File: src/verilog/bcdp_defs.vh
// Register map, field layout, reset values and timing constants of the bus clock and PLL block.
`ifndef BCDP_DEFS_VH
`define BCDP_DEFS_VH
`define BCDP_ADDR_W 8
`define BCDP_DATA_W 32
`define BCDP_OFS_SCM_CTRL 8'h00
`define BCDP_OFS_SCM_STAT 8'h04
`define BCDP_OFS_BASE_PSC 8'h08
`define BCDP_OFS_PB0_PSC 8'h0c
`define BCDP_OFS_PB1_PSC 8'h10
`define BCDP_OFS_PB2_PSC 8'h14
`define BCDP_OFS_TRC_PSC 8'h18
`define BCDP_OFS_PLL_WAIT 8'h1c
`define BCDP_OFS_PLL_CONTROL_FIRST 8'h20
`define BCDP_OFS_PLL_CONTROL_SECOND 8'h24
// Control register fields.
`define BCDP_SEL_HI 7
`define BCDP_SEL_LO 5
`define BCDP_PLL_OSCILLATION_ENABLE_BIT 4
// Status register fields.
`define BCDP_STABLE_BIT 0
// Wait setup fields: wait code and PLL input select.
`define BCDP_WAIT_HI 3
`define BCDP_WAIT_LO 0
`define BCDP_PINC_BIT 4
// PLL control fields: input divider and output divider in the first, multiplier in the second.
`define BCDP_K_HI 7
`define BCDP_K_LO 4
`define BCDP_M_HI 3
`define BCDP_M_LO 0
`define BCDP_N_HI 5
`define BCDP_N_LO 0
// Master clock select codes.
`define BCDP_SEL_FRC 3'h0
`define BCDP_SEL_MAIN 3'h1
`define BCDP_SEL_PLL 3'h2
// Reset values.
`define BCDP_RST_PSC 4'h0
`define BCDP_RST_SEL 3'h0
`define BCDP_RST_WAIT 4'h0
`define BCDP_RST_K 4'h0
`define BCDP_RST_M 4'h0
`define BCDP_RST_N 6'h00
// The PLL wait lasts (code + 1) shifted left by this many fast RC ticks.
`define BCDP_WAIT_SHIFT 8
`define BCDP_WAIT_W 13
`define BCDP_PER_W 16
`endif

File: src/verilog/bcdp_divider.v
// Programmable tick divider: passes one tick out of every ratio plus one ticks in.
`timescale 1ns/1ps
`default_nettype none
module bcdp_divider (
   input wire ref_clk_i,
   input wire rst_n_i,
   input wire tick_i,
   input wire [3:0] ratio_i,
   output reg tick_o
);
   reg [3:0] count_r;

   always @(posedge ref_clk_i) begin
      if (!rst_n_i) begin
         count_r <= 4'h0;
         tick_o <= 1'b0;
      end else begin
         tick_o <= 1'b0;
         if (tick_i) begin
            // A ratio lowered below the running count ends the period at once.
            if (count_r >= ratio_i) begin
               count_r <= 4'h0;
               tick_o <= 1'b1;
            end else begin
               count_r <= count_r + 4'h1;
            end
         end
      end
   end
endmodule // bcdp_divider
`default_nettype wire

File: src/verilog/bcdp_clock_ctrl.v
// Bus clock prescalers and main PLL control, with clocks modelled as one-cycle enable ticks.
`timescale 1ns/1ps
`default_nettype none
`include "bcdp_defs.vh"
module bcdp_clock_ctrl (
   input wire ref_clk_i,
   input wire rst_n_i,
   input wire sw_rst_i,
   input wire main_osc_clk_i,
   input wire fast_rc_clk_i,
   input wire [`BCDP_ADDR_W-1:0] addr_i,
   input wire [`BCDP_DATA_W-1:0] wr_data_i,
   input wire wr_en_i,
   input wire rd_en_i,
   output reg [`BCDP_DATA_W-1:0] rd_data_o,
   output reg master_clk_en_o,
   output wire base_clk_en_o,
   output wire periph_bus0_en_o,
   output wire periph_bus1_en_o,
   output wire periph_bus2_en_o,
   output wire trace_clk_en_o,
   output wire divided_pll_input_o,
   output reg pll_oscillator_output_o,
   output wire main_pll_clock_o,
   output reg pll_stable_o
);
   // Soft state clears on both resets; prescalers only on the full reset.
   wire ctl_rst_n = rst_n_i & ~sw_rst_i;

   reg [2:0] main_sync_r;
   reg [2:0] frc_sync_r;
   reg [3:0] base_psc_r;
   reg [3:0] slv_psc_r [0:3];
   reg [2:0] req_sel_r;
   reg [2:0] act_sel_r;
   reg pll_en_r;
   reg [3:0] wait_code_r;
   reg pll_src_r;
   reg [3:0] k_r;
   reg [3:0] m_r;
   reg [5:0] n_r;
   reg [`BCDP_WAIT_W-1:0] wait_cnt_r;
   reg [`BCDP_PER_W-1:0] per_cnt_r;
   reg [`BCDP_PER_W-1:0] period_r;
   reg [`BCDP_PER_W-1:0] acc_r;
   reg [`BCDP_DATA_W-1:0] rd_nxt;
   wire [3:0] slv_tick;

   // Only the second and third flops feed the edge detect; the first is metastability guard.
   wire main_tick = main_sync_r[1] & ~main_sync_r[2];
   wire frc_tick = frc_sync_r[1] & ~frc_sync_r[2];

   function sel_hit;
      input [`BCDP_ADDR_W-1:0] a;
      input [`BCDP_ADDR_W-1:0] ofs;
      begin
         sel_hit = (a == ofs);
      end
   endfunction

   always @(posedge ref_clk_i) begin
      if (!rst_n_i) begin
         main_sync_r <= 3'h0;
         frc_sync_r <= 3'h0;
      end else begin
         main_sync_r <= {main_sync_r[1:0], main_osc_clk_i};
         frc_sync_r <= {frc_sync_r[1:0], fast_rc_clk_i};
      end
   end

   // Prescaler registers survive a software reset.
   integer i;
   always @(posedge ref_clk_i) begin
      if (!rst_n_i) begin
         base_psc_r <= `BCDP_RST_PSC;
         for (i = 0; i < 4; i = i + 1) begin
            slv_psc_r[i] <= `BCDP_RST_PSC;
         end
      end else if (wr_en_i) begin
         // No sw_rst_i term here, so the ratios are kept.
         if (sel_hit(addr_i, `BCDP_OFS_BASE_PSC)) begin
            base_psc_r <= wr_data_i[3:0];
         end
         if (sel_hit(addr_i, `BCDP_OFS_PB0_PSC)) begin
            slv_psc_r[0] <= {1'b0, wr_data_i[2:0]};
         end
         if (sel_hit(addr_i, `BCDP_OFS_PB1_PSC)) begin
            slv_psc_r[1] <= {1'b0, wr_data_i[2:0]};
         end
         if (sel_hit(addr_i, `BCDP_OFS_PB2_PSC)) begin
            slv_psc_r[2] <= {1'b0, wr_data_i[2:0]};
         end
         if (sel_hit(addr_i, `BCDP_OFS_TRC_PSC)) begin
            slv_psc_r[3] <= {1'b0, wr_data_i[2:0]};
         end
      end
   end

   // Mode control, PLL setup and PLL control registers.
   always @(posedge ref_clk_i) begin
      if (!ctl_rst_n) begin
         req_sel_r <= `BCDP_RST_SEL;
         pll_en_r <= 1'b0;
         wait_code_r <= `BCDP_RST_WAIT;
         pll_src_r <= 1'b0;
         k_r <= `BCDP_RST_K;
         m_r <= `BCDP_RST_M;
         n_r <= `BCDP_RST_N;
      end else if (wr_en_i) begin
         if (sel_hit(addr_i, `BCDP_OFS_SCM_CTRL)) begin
            req_sel_r <= wr_data_i[`BCDP_SEL_HI:`BCDP_SEL_LO];
            pll_en_r <= wr_data_i[`BCDP_PLL_OSCILLATION_ENABLE_BIT];
         end
         if (sel_hit(addr_i, `BCDP_OFS_PLL_WAIT)) begin
            wait_code_r <= wr_data_i[`BCDP_WAIT_HI:`BCDP_WAIT_LO];
            pll_src_r <= wr_data_i[`BCDP_PINC_BIT];
         end
         if (sel_hit(addr_i, `BCDP_OFS_PLL_CONTROL_FIRST)) begin
            k_r <= wr_data_i[`BCDP_K_HI:`BCDP_K_LO];
            m_r <= wr_data_i[`BCDP_M_HI:`BCDP_M_LO];
         end
         if (sel_hit(addr_i, `BCDP_OFS_PLL_CONTROL_SECOND)) begin
            n_r <= wr_data_i[`BCDP_N_HI:`BCDP_N_LO];
         end
      end
   end

   // Stabilization wait, counted on fast RC ticks only; the PLL lock itself is never seen.
   wire [`BCDP_WAIT_W-1:0] wait_target =
      {({1'b0, wait_code_r} + 5'h01), {`BCDP_WAIT_SHIFT{1'b0}}};
   always @(posedge ref_clk_i) begin
      if (!ctl_rst_n || !pll_en_r) begin
         wait_cnt_r <= {`BCDP_WAIT_W{1'b0}};
         pll_stable_o <= 1'b0;
      end else if (!pll_stable_o && frc_tick) begin
         if (wait_cnt_r + 13'h0001 >= wait_target) begin
            pll_stable_o <= 1'b1;
         end
         wait_cnt_r <= wait_cnt_r + 13'h0001;
      end
   end

   // Input divider K on the selected source, gated by the oscillation enable.
   wire pll_src_tick = pll_src_r ? frc_tick : main_tick;
   bcdp_divider u_k_div (
      .ref_clk_i(ref_clk_i),
      .rst_n_i(ctl_rst_n),
      .tick_i(pll_src_tick & pll_en_r),
      .ratio_i(k_r),
      .tick_o(divided_pll_input_o)
   );

   // The multiplier measures the divided input period in reference cycles and spreads
   // (M+1)*(N+1) ticks over each period with an accumulator. It cannot exceed one tick per
   // reference cycle, so output rates near the reference rate saturate.
   wire [4:0] m_val = {1'b0, m_r} + 5'h01;
   wire [6:0] n_val = {1'b0, n_r} + 7'h01;
   wire [11:0] step = {7'h00, m_val} * {5'h00, n_val};
   wire [`BCDP_PER_W:0] acc_sum = {1'b0, acc_r} + {5'h00, step};
   wire acc_wrap = acc_sum >= {1'b0, period_r};

   always @(posedge ref_clk_i) begin
      if (!ctl_rst_n || !pll_en_r) begin
         per_cnt_r <= {`BCDP_PER_W{1'b0}};
         period_r <= {`BCDP_PER_W{1'b0}};
         acc_r <= {`BCDP_PER_W{1'b0}};
         pll_oscillator_output_o <= 1'b0;
      end else begin
         if (divided_pll_input_o) begin
            per_cnt_r <= {`BCDP_PER_W{1'b0}};
            period_r <= per_cnt_r + 16'h0001;
         end else if (per_cnt_r != {`BCDP_PER_W{1'b1}}) begin
            per_cnt_r <= per_cnt_r + 16'h0001;
         end
         pll_oscillator_output_o <= 1'b0;
         if (period_r != {`BCDP_PER_W{1'b0}}) begin
            if (acc_wrap) begin
               pll_oscillator_output_o <= 1'b1;
               acc_r <= acc_sum[`BCDP_PER_W-1:0] - period_r;
            end else begin
               acc_r <= acc_sum[`BCDP_PER_W-1:0];
            end
         end
      end
   end

   bcdp_divider u_m_div (
      .ref_clk_i(ref_clk_i),
      .rst_n_i(ctl_rst_n),
      .tick_i(pll_oscillator_output_o),
      .ratio_i(m_r),
      .tick_o(main_pll_clock_o)
   );

   // Master clock switch. The PLL code takes effect only once the PLL is stable, and
   // losing stability falls back to the fast RC clock so the bus clocks keep running.
   always @(posedge ref_clk_i) begin
      if (!ctl_rst_n) begin
         act_sel_r <= `BCDP_RST_SEL;
      end else if (act_sel_r == `BCDP_SEL_PLL && !pll_stable_o) begin
         act_sel_r <= `BCDP_SEL_FRC;
      end else if (req_sel_r == `BCDP_SEL_PLL) begin
         if (pll_stable_o) begin
            act_sel_r <= `BCDP_SEL_PLL;
         end
      end else if (req_sel_r == `BCDP_SEL_FRC || req_sel_r == `BCDP_SEL_MAIN) begin
         act_sel_r <= req_sel_r;
      end
   end

   always @(posedge ref_clk_i) begin
      if (!rst_n_i) begin
         master_clk_en_o <= 1'b0;
      end else begin
         case (act_sel_r)
            `BCDP_SEL_MAIN: master_clk_en_o <= main_tick;
            `BCDP_SEL_PLL: master_clk_en_o <= main_pll_clock_o;
            default: master_clk_en_o <= frc_tick;
         endcase
      end
   end

   // Prescalers follow the new ratio from the next tick; the block does not guard against
   // a fast master clock with slow ratios unprogrammed, which software must avoid.
   bcdp_divider u_base_div (
      .ref_clk_i(ref_clk_i),
      .rst_n_i(rst_n_i),
      .tick_i(master_clk_en_o),
      .ratio_i(base_psc_r),
      .tick_o(base_clk_en_o)
   );

   genvar g;
   generate
      for (g = 0; g < 4; g = g + 1) begin : g_slv
         bcdp_divider u_div (
            .ref_clk_i(ref_clk_i),
            .rst_n_i(rst_n_i),
            .tick_i(base_clk_en_o),
            .ratio_i(slv_psc_r[g]),
            .tick_o(slv_tick[g])
         );
      end
   endgenerate

   assign periph_bus0_en_o = slv_tick[0];
   assign periph_bus1_en_o = slv_tick[1];
   assign periph_bus2_en_o = slv_tick[2];
   assign trace_clk_en_o = slv_tick[3];

   // Read data; unmapped addresses and idle cycles read as zero.
   always @* begin
      rd_nxt = {`BCDP_DATA_W{1'b0}};
      if (sel_hit(addr_i, `BCDP_OFS_SCM_CTRL)) begin
         rd_nxt[`BCDP_SEL_HI:`BCDP_SEL_LO] = req_sel_r;
         rd_nxt[`BCDP_PLL_OSCILLATION_ENABLE_BIT] = pll_en_r;
      end
      if (sel_hit(addr_i, `BCDP_OFS_SCM_STAT)) begin
         rd_nxt[`BCDP_SEL_HI:`BCDP_SEL_LO] = act_sel_r;
         rd_nxt[`BCDP_STABLE_BIT] = pll_stable_o;
      end
      if (sel_hit(addr_i, `BCDP_OFS_BASE_PSC)) begin
         rd_nxt[3:0] = base_psc_r;
      end
      if (sel_hit(addr_i, `BCDP_OFS_PB0_PSC)) begin
         rd_nxt[2:0] = slv_psc_r[0][2:0];
      end
      if (sel_hit(addr_i, `BCDP_OFS_PB1_PSC)) begin
         rd_nxt[2:0] = slv_psc_r[1][2:0];
      end
      if (sel_hit(addr_i, `BCDP_OFS_PB2_PSC)) begin
         rd_nxt[2:0] = slv_psc_r[2][2:0];
      end
      if (sel_hit(addr_i, `BCDP_OFS_TRC_PSC)) begin
         rd_nxt[2:0] = slv_psc_r[3][2:0];
      end
      if (sel_hit(addr_i, `BCDP_OFS_PLL_WAIT)) begin
         rd_nxt[`BCDP_WAIT_HI:`BCDP_WAIT_LO] = wait_code_r;
         rd_nxt[`BCDP_PINC_BIT] = pll_src_r;
      end
      if (sel_hit(addr_i, `BCDP_OFS_PLL_CONTROL_FIRST)) begin
         rd_nxt[`BCDP_K_HI:`BCDP_K_LO] = k_r;
         rd_nxt[`BCDP_M_HI:`BCDP_M_LO] = m_r;
      end
      if (sel_hit(addr_i, `BCDP_OFS_PLL_CONTROL_SECOND)) begin
         rd_nxt[`BCDP_N_HI:`BCDP_N_LO] = n_r;
      end
   end

   always @(posedge ref_clk_i) begin
      if (!rst_n_i) begin
         rd_data_o <= {`BCDP_DATA_W{1'b0}};
      end else if (rd_en_i) begin
         rd_data_o <= rd_nxt;
      end else begin
         rd_data_o <= {`BCDP_DATA_W{1'b0}};
      end
   end
endmodule // bcdp_clock_ctrl
`default_nettype wire

File: config.mk
export PLATFORM = sky130hd
export DESIGN_NAME = bcdp_clock_ctrl
export DESIGN_NICKNAME = d
export VERILOG_FILES = /design/src/verilog/bcdp_divider.v /design/src/verilog/bcdp_clock_ctrl.v
export VERILOG_INCLUDE_DIRS = /design/src /design/src/verilog
export SDC_FILE = /design/constraint.sdc
export NUM_CORES = 1
export LEC_CHECK = 0
export BUFFER_PORTS_ARGS = -buffer_cell sky130_fd_sc_hd__clkbuf_2
export CORE_MARGIN = 1.5
export CORE_UTILIZATION = 40
export DETAILED_ROUTE_END_ITERATION = 12
export HOLD_SLACK_MARGIN = 0.06
export PLACE_DENSITY_LB_ADDON = 0.25
export SETUP_SLACK_MARGIN = 0.05
export SLEW_MARGIN = 20
export SYNTH_ARGS = -nofsm -noshare
export SYNTH_HDL_FRONTEND = slang
export SYNTH_SLANG_ARGS = --single-unit
File: constraint.sdc
create_clock -name ref_clk_i -period 15.65 [get_ports ref_clk_i]
set_clock_uncertainty 0.05 [all_clocks]
set_input_delay 3.13 -clock ref_clk_i [delete_from_list [all_inputs] [get_ports ref_clk_i]]
set_output_delay 3.13 -clock ref_clk_i [all_outputs]
set_load 0.005 [all_outputs]
Yosys cells after proc, flatten, opt, wreduce, memory -nomap -nowiden
Memories as Yosys holds them, arrays and structs flattened.
Index checks and enable logic that the tools add are counted.
{"block": "word_totals", "reg_bits": 167, "mem_bits_rw": 12, "in_bits": 47, "output_inout_bits": 42, "elab_cells": 166, "memories": 1}
{"block": "classes", "addsub": 14, "n_mul": 1, "magnitude_cmp": 9, "n_eq_ne": 15, "mux": 53, "bitwise_logic": 13, "reduce_logical": 26}
{"name": "slv_psc_r", "depth": 4, "width": 3, "read_ports": 4, "rd_ports_with_merged_regs": 0, "write_ports": 4, "line": "bcdp_clock_ctrl.v:33", "text": "reg [3:0] slv_psc_r [0:3];"}
{"cell": "$mux W3", "count": 12}
{"cell": "$mux W4", "count": 9}
{"cell": "$eq A8 B5 Y1 const B", "count": 4}
{"cell": "$add A4 B1 Y4 const B", "count": 7}
{"cell": "$ge A4 B4 Y1", "count": 7}
{"cell": "$mux W1", "count": 27}
{"cell": "$reduce_and A2 Y1", "count": 12}
{"cell": "$add A16 B12 Y17", "count": 1}
{"cell": "$ge A17 B16 Y1", "count": 1}
{"cell": "$add A16 B1 Y16 const B", "count": 1}
{"cell": "$eq A8 B4 Y1 const B", "count": 2}
{"cell": "$eq A8 B6 Y1 const B", "count": 2}
{"cell": "$mux W16", "count": 1}
{"cell": "$ne A16 B16 Y1 const B", "count": 1}
{"cell": "$reduce_bool A16 Y1", "count": 1}
{"cell": "$sub A16 B16 Y16", "count": 1}
{"cell": "$add A13 B1 Y13 const B", "count": 1}
{"cell": "$ge A13 B13 Y1", "count": 1}
{"cell": "$mul A5 B7 Y12", "count": 1}
{"cell": "$add A4 B1 Y5 const B", "count": 2}
{"cell": "$eq A8 B3 Y1 const B", "count": 1}
{"cell": "$logic_not A8 Y1", "count": 1}
{"cell": "$mux W8", "count": 1}
{"cell": "$add A6 B1 Y7 const B", "count": 1}
{"cell": "15 further kinds", "count": 33}

Longest topological paths before layout
Gate-level depths: netlist of the first run.
{"block": "depth", "ltp_word": 10, "mapped_depth": 28, "ltp_nobuf": 24}

By module
A second synthesis of the first run with hierarchy kept.
{"block": "unflattened", "hier_cells": 1199, "hier_area_um2": 10261.1}
{"mod": "bcdp_clock_ctrl", "instances": 1, "cells_per_inst": 940, "area_per_inst_um2": 7852.5, "seq_area_each_um2": 2522.4}
{"mod": "bcdp_divider", "instances": 7, "cells_per_inst": 37, "area_per_inst_um2": 344.1, "seq_area_each_um2": 100.1}

Worst setup path before layout of the first run
Ideal clock, no wire load.
{"block": "synth_path", "path_type": "register -> register", "startpoint": "reg m_r[0]", "endpoint": "reg acc_r[13]", "setup_ns": 0.074, "t_arrival_ns": 5.910, "required_time_ns": 15.526, "slack_ns": 9.615, "stages_incl_launch_ff": 27, "n_path_buf": 4, "synth_period_minus_slack_ns": 6.035, "path_cell_list": "dfxtp_1 -> clkbuf_1 -> nand3_1 -> xnor2_1 -> nor2_1 -> fa_1 -> fa_1 -> inv_1 -> fa_1 -> inv_1 -> ha_1 -> a21oi_1 -> o21ai_0 -> a21o_1 -> a21oi_1 -> xnor2_1 -> ha_1 -> buf_4 -> and4_4 -> nand4_1 -> or4_1 -> o211ai_2 -> or2_1 -> buf_6 -> buf_6 -> nand3_1 -> a31oi_1"}
{"block": "synth_between", "elab_chain_cells": 5, "elab_cells_between_ends": 6, "classes_between": "add/sub (3); mul (1); order compare (1); mux (1)"}
{"item": "start, declared", "line": "bcdp_clock_ctrl.v:40", "text": "reg [3:0] m_r;"}
{"item": "start signal, assigned", "line": "bcdp_clock_ctrl.v:107", "text": "m_r <= `BCDP_RST_M;"}
{"item": "start signal, assigned", "line": "bcdp_clock_ctrl.v:120", "text": "m_r <= wr_data_i[`BCDP_M_HI:`BCDP_M_LO];"}
{"item": "$add A4 B1 Y5 (*)", "line": "bcdp_clock_ctrl.v:156", "text": "wire [4:0] m_val = {1'b0, m_r} + 5'h01;"}
{"item": "$mul A5 B7 Y12 (*)", "line": "bcdp_clock_ctrl.v:158", "text": "wire [11:0] step = {7'h00, m_val} * {5'h00, n_val};"}
{"item": "$add A16 B12 Y17 (*)", "line": "bcdp_clock_ctrl.v:159", "text": "wire [`BCDP_PER_W:0] acc_sum = {1'b0, acc_r} + {5'h00, step};"}
{"item": "$sub A16 B16 Y16 or $ge A17 B16 Y1 (tied branches)", "line": "bcdp_clock_ctrl.v:179, bcdp_clock_ctrl.v:160"}
{"item": "$mux W16 (*)", "line": "bcdp_clock_ctrl.v:177", "text": "if (acc_wrap) begin"}
{"item": "end signal, assigned", "line": "bcdp_clock_ctrl.v:166", "text": "acc_r <= {`BCDP_PER_W{1'b0}};"}
{"item": "end signal, assigned", "line": "bcdp_clock_ctrl.v:179", "text": "acc_r <= acc_sum[`BCDP_PER_W-1:0] - period_r;"}
{"item": "end signal, assigned", "line": "bcdp_clock_ctrl.v:181", "text": "acc_r <= acc_sum[`BCDP_PER_W-1:0];"}
{"item": "end, declared", "line": "bcdp_clock_ctrl.v:45", "text": "reg [`BCDP_PER_W-1:0] acc_r;"}
Mark *: on every way between the ends. The rest lies on a longest branch, timed or not.
A chain may end at the register's enable or synchronous reset.

Worst setup path in the final report of the first run
{"block": "layout_path", "startpoint": "reg m_r[0]", "endpoint": "reg acc_r[3]"}
Same word-level chain as after synthesis.

==> summary.md, run 1 <==
| Metric | Value |
|---|---|
| Top cells by count, synth | `dfxtp_1 (143), nor2_1 (142), nand2_1 (97)` |
| Placer congestion estimate | `0.850` |
| CTS root buffer | `clkbuf_16` |
| Port bufs | `40` |
| Asr flop ratio synth | `0%` |
| Final instance area | `0.0106 mm2` |
| Endpoints failing hold | `0` |
| Fillers | `2364` |
| Maxcap violations | `0` |
| Die Height | `159 um` |
| Setup_tns | `0 ns` |
| Post-placement cell area | `0.0101 mm2` |
| Place WS | `8.34 ns` |
| Die width | `159 um` |
| Worst path cell trace | `nand3_1 -> xnor2_1 -> nor2_1 -> fa_1 -> fa_1 -> inv_1 -> fa_1 -> inv_1 -> ha_1 -> a21oi_1 -> o21ai_0 -> a21o_1 -> a21oi_1 -> xnor2_1 -> ha_1 -> and4_4 -> nand4_1 -> or4_1 -> o211ai_2 -> or2_1 -> mux2i_1 -> a21oi_1` |
| Clk_lat worst skew | `0.44 ns` |
| Share of cells above drive strength 1 | `7.62%` |
| Total number of H-tree levels | `4` |
| WP data arrival | `7.62 ns` |
| Syn. warnings | `0` |
| CP max stage delay | `0.65 ns` |
| Crit path time final | `7.38 ns` |
| Die Footprint | `0.0252 mm2` |
| Sink Count | `155` |
| Clk pin slew, worst setup/hold paths | `0.07 ns` |
| DRC Markers | `0` |
| Yosys top cell by area | `dfxtp_1` |
| Worst vdd ir | `0.0516 mV` |
| Post-synth EDFFs | `12` |
| Mean Syn Cell Area | `8.36 um2` |
| CP Class | `reg2reg` |
| Setup ws final | `8.27 ns` |
| Antenna-violating nets left | `0` |
| Global-route wire length before repair | `35600 um` |
| # IOs | `89` |
| DR pass1 iterations | `5` |
| Cell variety after synth | `60` |
| Synth top area share | `29.5%` |
| Inserted Clock Buffers | `17` |
| Layout area overhead | `9.75%` |
| Worst path top cell family by delay | `adder cells` |
| CTS tree | `yes` |
| Main synth FF type | `dfxtp_1` |
| Final wirelength | `21500 um` |
| Slew @ Worst Pin | `1.02 ns` |
| Most frequent cell after synthesis | `dfxtp_1` |
| Crit Path Max Fanout | `16` |
| Post-route clock period utilization | `47.1%` |
| Final setup viols | `0` |
| Routed len/inst | `14.2 um` |
| Hold WC Path Type | `reg2reg` |
| RSZ-0062 raised after global routing | `no` |
| Max Slew Vio Count | `0` |
| Initial antenna violation count | `0` |
| Initial Util | `41.0%` |
| Peak Freq | `0.136 GHz` |
| HPWL after DPL | `15700 um` |
| Rel. slew slack | `32.3%` |
| Register area share after synthesis | `33.3%` |
| Total power divided by cell area | `78.9 mW/mm2` |
| CP Capture Type | `flop` |
| Grt total ovfl | `0` |
| Seq cells post-synth | `155` |
| Synth top area cells | `dfxtp_1 (30%), ha_1 (10%), nor2_1 (5.5%)` |
| Via density | `5.14` |
| GRT Total Usage | `17.9%` |
| Iter 0 DRT Violations | `665` |
| Largest net degree at the start of global routing | `35` |
| NumNets Final | `1335` |
| DR vias | `7789` |
| Core Region | `0.0236 mm2` |
| WP buf/inv | `2` |
| Post-CTS Setup Repair Bufs | `0` |
| Post-cts resize count | `0` |
| Clock buffer depth | `2` |
| Vias in the first global route | `7122` |
| # hold bufs at CTS | `0` |
| Slowest CP cell | `dfxtp_1` |
| Mapped cell area | `0.00969 mm2` |
| Pleak | `0.00431 uW` |
| Status | `finished clean` |
| # rows | `56` |
| Element type at the critical path start | `flop` |
| WP data required | `15.90 ns` |
| ANT cells | `0` |
| Cells after synthesis | `1159` |
## state kept, by name, summed over array words and instances, names as in the netlist, 6 cells and up
signal               flops
slv_psc_r               12
acc_r                   16
period_r                16
per_cnt_r               16
rd_data_o                8
g_slv.u_div.count_r     16
wait_cnt_r              13
n_r                      6
## path summary, 6_finish.rpt
check / slack, ns / cells after the start / start / endpoint
setup / recovery: 8.27 / 22 / m_r[0] / acc_r[3]
hold / removal: 0.41 / 1 / main_sync_r[0] / main_sync_r[1]
setup reg to reg: 8.27 / 22 / m_r[0] / acc_r[3]
hold reg to reg: 0.41 / 1 / main_sync_r[0] / main_sync_r[1]
## cells by family after synthesis
logic type	share of synthesized area [%]
xor gates and xnor gates	6.87
buffers and inverters	7.28
and+or+nand+nor	19.6
DFF	33.3
muxes	3.05
adders and majority gates	15.7
other	0.0387
AOI/OAI and AO/OA	14.2
## layer usage
| layer | global-route usage [%] | vias to the layer above | routed length (um) |
|---|---|---|---|
| li1 | - | 3992 | - |
| met1 | 25.2 | 3634 | 10900 |
| met2 | 27.9 | 138 | 9570 |
| met3 | 2.80 | 25 | 733 |
| met4 | 5.96 | 0 | 315 |
| met5 | 0 | - | 0 |
## where the power goes
part | leakage, uW | internal [uW] | switching (uW)
Sequential | 0.00127 | 402 | 2.29
Combinational | 0.00276 | 7.79 | 17.4
Clock | 0.000279 | 219 | 190
Total | 0.00431 | 629 | 210
## stage by stage
stage,hold slack [ns],cells,utilization [%],power [uW]
6_report,0.409,1514,45.0,839
5_1_grt,0.413,1514,45.0,866
4_1_cts,0.410,1514,45.0,848
3_5_place_dp,0.393,1482,42.6,438
3_3_place_gp,0.385,1482,42.6,438
2_1_floorplan,0.362,1182,-,432
## final cells by class
class | instances | area (um2) | share of cell area [%]
repair buffers | 43 | 223 | 2.09
flip-flops and latches | 155 | 3230 | 30.3
clock inverters | 14 | 129 | 1.21
clock buffers | 18 | 450 | 4.24
inverters | 96 | 360 | 3.39
multi-input cells | 869 | 5850 | 55.0
well taps | 319 | 399 | 3.75
## cell usage in the layout, fill, tap and decap left out, types with 11 or more instances in the layout
master	count
nand3_1	64
a21o_1	16
clkbuf_2	40
and3_1	15
a21oi_1	81
a31oi_1	19
nand2_1	97
edfxtp_1	12
inv_1	96
xnor2_1	35
dfxtp_1	141
mux2i_1	25
conb_1	24
fa_1	26
nor3_1	16
o21ai_0	36
xor2_1	41
a211oi_1	21
nand4_1	11
clkbuf_16	18
nand2b_1	22
ha_1	80
nor2_1	142
(Power assumes the default switching activity.)
==> run 2, diff against run 1 <==
--- a/config.mk
+++ b/config.mk
@@ -6,6 +6,7 @@
 export SDC_FILE = /design/constraint.sdc
 export NUM_CORES = 1
 export LEC_CHECK = 0
+export ABC_AREA = 1
 export BUFFER_PORTS_ARGS = -buffer_cell sky130_fd_sc_hd__clkbuf_2
 export CORE_MARGIN = 1.5
 export CORE_UTILIZATION = 40
==> constraint.sdc (replaced) <==
create_clock -name ref_clk_i -period 6.5 [get_ports ref_clk_i]
set_clock_uncertainty 0.05 [all_clocks]
set_input_delay 1.3 -clock ref_clk_i [delete_from_list [all_inputs] [get_ports ref_clk_i]]
set_output_delay 1.3 -clock ref_clk_i [all_outputs]
set_load 0.005 [all_outputs]
==> summary.md, run 2 <==
| Metric | Value |
|---|---|
| Total power divided by cell area | `181 mW/mm2 (was 78.9 mW/mm2)` |
| Die width | `164 um (was 159 um)` |
| Routed len/inst | `13.0 um (was 14.2 um)` |
| Via density | `4.82 (was 5.14)` |
| Final setup viols | `0 (unchanged)` |
| Global-route wire length before repair | `39500 um (was 35600 um)` |
| Die Height | `164 um (was 159 um)` |
| Main synth FF type | `dfxtp_1 (unchanged)` |
| Post-CTS Setup Repair Bufs | `0 (unchanged)` |
| Maxcap violations | `0 (unchanged)` |
| Most frequent cell after synthesis | `inv_1 (was dfxtp_1)` |
| Inserted Clock Buffers | `17 (unchanged)` |
| Post-route clock period utilization | `90.4% (was 47.1%)` |
| Clock buffer depth | `2 (unchanged)` |
| Clk_lat worst skew | `0.44 ns (about the same)` |
| Post-synth EDFFs | `12 (unchanged)` |
| Seq cells post-synth | `155 (unchanged)` |
| Most frequent CP cell | `nand2_1` |
| Element type at the critical path start | `flop (unchanged)` |
| Initial Util | `41.0% (about the same)` |
| FF-to-FF path depth | `28 (was 22)` |
| Crit Path Max Fanout | `9 (was 16)` |
| Iter 0 DRT Violations | `509 (was 665)` |
| Endpoints failing hold | `0 (unchanged)` |
| Final Util | `45.0% (about the same)` |
| Final worst hold slack | `0.379 ns (was 0.409 ns)` |
| Peak Freq | `0.170 GHz (was 0.136 GHz)` |
| CTS root buffer | `clkbuf_16 (unchanged)` |
| Setup_tns | `0 ns (unchanged)` |
| Multi-input logic area | `0.00583 mm2 (was 0.00585 mm2)` |
| CTS tree | `yes (unchanged)` |
| WP data arrival | `6.19 ns (was 7.62 ns)` |
| Mapped cell area | `0.0104 mm2 (was 0.00969 mm2)` |
| Sink Count | `155 (unchanged)` |
| Commonest non-fill, non-tap cells in the layout | `inv_1 (287), nand2_1 (284), nor2_1 (143) (was nor2_1 (142), dfxtp_1 (141), nand2_1 (97))` |
| Fillers | `2622 (was 2364)` |
| Largest net degree at the start of global routing | `28 (was 35)` |
| Clk pin slew, worst setup/hold paths | `0.07 ns (about the same)` |
| Cell variety after synth | `53 (was 60)` |
| Register area share after synthesis | `31.0% (was 33.3%)` |
| Place WS | `0.608 ns (was 8.34 ns)` |
| Cells after synthesis | `1454 (was 1159)` |
| Core Region | `0.0253 mm2 (was 0.0236 mm2)` |
| CP Class | `reg2reg (unchanged)` |
| CP max stage delay | `0.56 ns (was 0.65 ns)` |
| Status | `finished clean (unchanged)` |
| HPWL after DPL | `18400 um (was 15700 um)` |
| Crit path time final | `5.88 ns (was 7.38 ns)` |
| Mean Syn Cell Area | `7.14 um2 (was 8.36 um2)` |
| Antenna-violating nets left | `0 (unchanged)` |
| Total number of H-tree levels | `4 (unchanged)` |
| Slowest CP cell | `dfxtp_1 (unchanged)` |
| Asr flop ratio synth | `0% (unchanged)` |
| GRT Total Usage | `18.4% (was 17.9%)` |
| Share of cells above drive strength 1 | `7.97% (was 7.62%)` |
| Layout area overhead | `9.81% (was 9.75%)` |
| Top cells by count, synth | `inv_1 (287), nand2_1 (284), dfxtp_1 (143), nor2_1 (143), nand3_1 (90) (was dfxtp_1 (143), nor2_1 (142), nand2_1 (97))` |
| Setup ws final | `0.625 ns (was 8.27 ns)` |
| WP data required | `6.82 ns (was 15.90 ns)` |
| Placer congestion estimate | `0.888 (was 0.850)` |
| Worst vdd ir | `0.183 mV (was 0.0516 mV)` |
| # hold bufs at CTS | `0 (unchanged)` |
| RSZ-0062 raised after global routing | `no (unchanged)` |
| DRC Markers | `0 (unchanged)` |
| DR vias | `8854 (was 7789)` |
| CP Capture Type | `flop (unchanged)` |
| Final wirelength | `23800 um (was 21500 um)` |
| Synth top area cells | `dfxtp_1 (28%), inv_1 (10%), nand2_1 (10%) (was dfxtp_1 (30%), ha_1 (10%), nor2_1 (5.5%))` |
| Hold WC Path Type | `reg2reg (unchanged)` |
| Vias in the first global route | `8086 (was 7122)` |
| Pleak | `0.00558 uW (was 0.00431 uW)` |
| Slew @ Worst Pin | `0.816 ns (was 1.02 ns)` |
| DP Cell Count | `1804 (was 1482)` |
| Syn. warnings | `0 (unchanged)` |
| Reg area | `0.00322 mm2 (was 0.00323 mm2)` |
| Grt total ovfl | `0 (unchanged)` |
| Port bufs | `40 (unchanged)` |
| Yosys top cell by area | `dfxtp_1 (unchanged)` |
| # IOs | `89 (unchanged)` |
| ANT cells | `0 (unchanged)` |
| Synth top area share | `27.6% (was 29.5%)` |
| Hold path depth | `2 (was 1)` |
| DR pass1 iterations | `5 (unchanged)` |
| Final Non-Filler Cells | `1836 (was 1514)` |
| Initial antenna violation count | `0 (unchanged)` |
| Most common cell after layout, fill and taps aside | `inv_1 (was nor2_1)` |
| Die Footprint | `0.0269 mm2 (was 0.0252 mm2)` |
| NumNets Final | `1646 (was 1335)` |
| Max Slew Vio Count | `0 (unchanged)` |
| # rows | `58 (was 56)` |
| Rel. slew slack | `45.1% (was 32.3%)` |
run 2: worst max-delay path: cells and delay by family (launching register included):
kind | cells | cell delay [ns]
AO/OA/AOI/OAI | 2 | 0.34
XOR/XNOR | 1 | 0.48
adder cells (fa/ha/maj) | 5 | 2.39
buffers and inverters | 4 | 0.32
flip-flops | 1 | 0.56
AND/OR/NAND/NOR | 16 | 1.67
run 2: final timing paths:
kind | from | endpoint | slack (ns)
max | m_r[0] | acc_r[8] | 0.62
min | frc_sync_r[1] | frc_sync_r[2] | 0.38
max reg2reg | m_r[0] | acc_r[8] | 0.62
min reg2reg | frc_sync_r[1] | frc_sync_r[2] | 0.38
run 2: cell type report:
| type | instances | area share (%) |
|---|---|---|
| clock inverters | 15 | 1.56 |
| repair buffers | 42 | 1.89 |
| multi-input cells | 980 | 51.1 |
| inverters | 297 | 9.80 |
| clock buffers | 17 | 3.73 |
| flip-flops and latches | 155 | 28.3 |
| well taps | 330 | 3.62 |
run 2: what timing repair did:
| action | 4_1_cts | 5_1_grt |
|---|---|---|
| setup endpoints to repair | 0 | 3 |
| gates resized for setup | 0 | 1 |
| endpoints found under the hold margin | 0 | 0 |
run 2: cells by family (layout without fill, tap and decap cells):
kind of cell,count (synthesis),in the layout,synth area share (%)
AOI/OAI and AO/OA,196,196,10.8
adders and majority gates,106,106,14.6
DFF,155,155,31.0
xor gates and xnor gates,53,53,4.47
buffers and inverters,342,371,13.6
other,1,24,0.0361
and+or+nand+nor,600,600,25.3
muxes,1,1,0.0964
run 2: report_power, final:
group	total, uW	switching [uW]	internal, uW	leakage (uW)
registers	973	5.56	968	0.00127
clock network	1030	483	551	0.000295
logic	61.6	43.7	18.0	0.00402
total	2070	532	1540	0.00558
run 2: metal layers:
| layer | share of wire [%] | global-route usage, % | vias to the layer above |
|---|---|---|---|
| met5 | 0 | 0 | - |
| met4 | 1.2 | 5.33 | 0 |
| met3 | 3.1 | 3.16 | 21 |
| met2 | 47 | 31.0 | 156 |
| met1 | 48 | 24.1 | 4047 |
| li1 | - | - | 4630 |
run 2: per-stage QoR:
step / power [uW] / instance area (um2)
detailed placement: 1060 / 10800
global route: 2140 / 11400
floorplan: 1050 / 10500
global placement: 1060 / 10800
finish: 2070 / 11400
CTS: 2090 / 11400
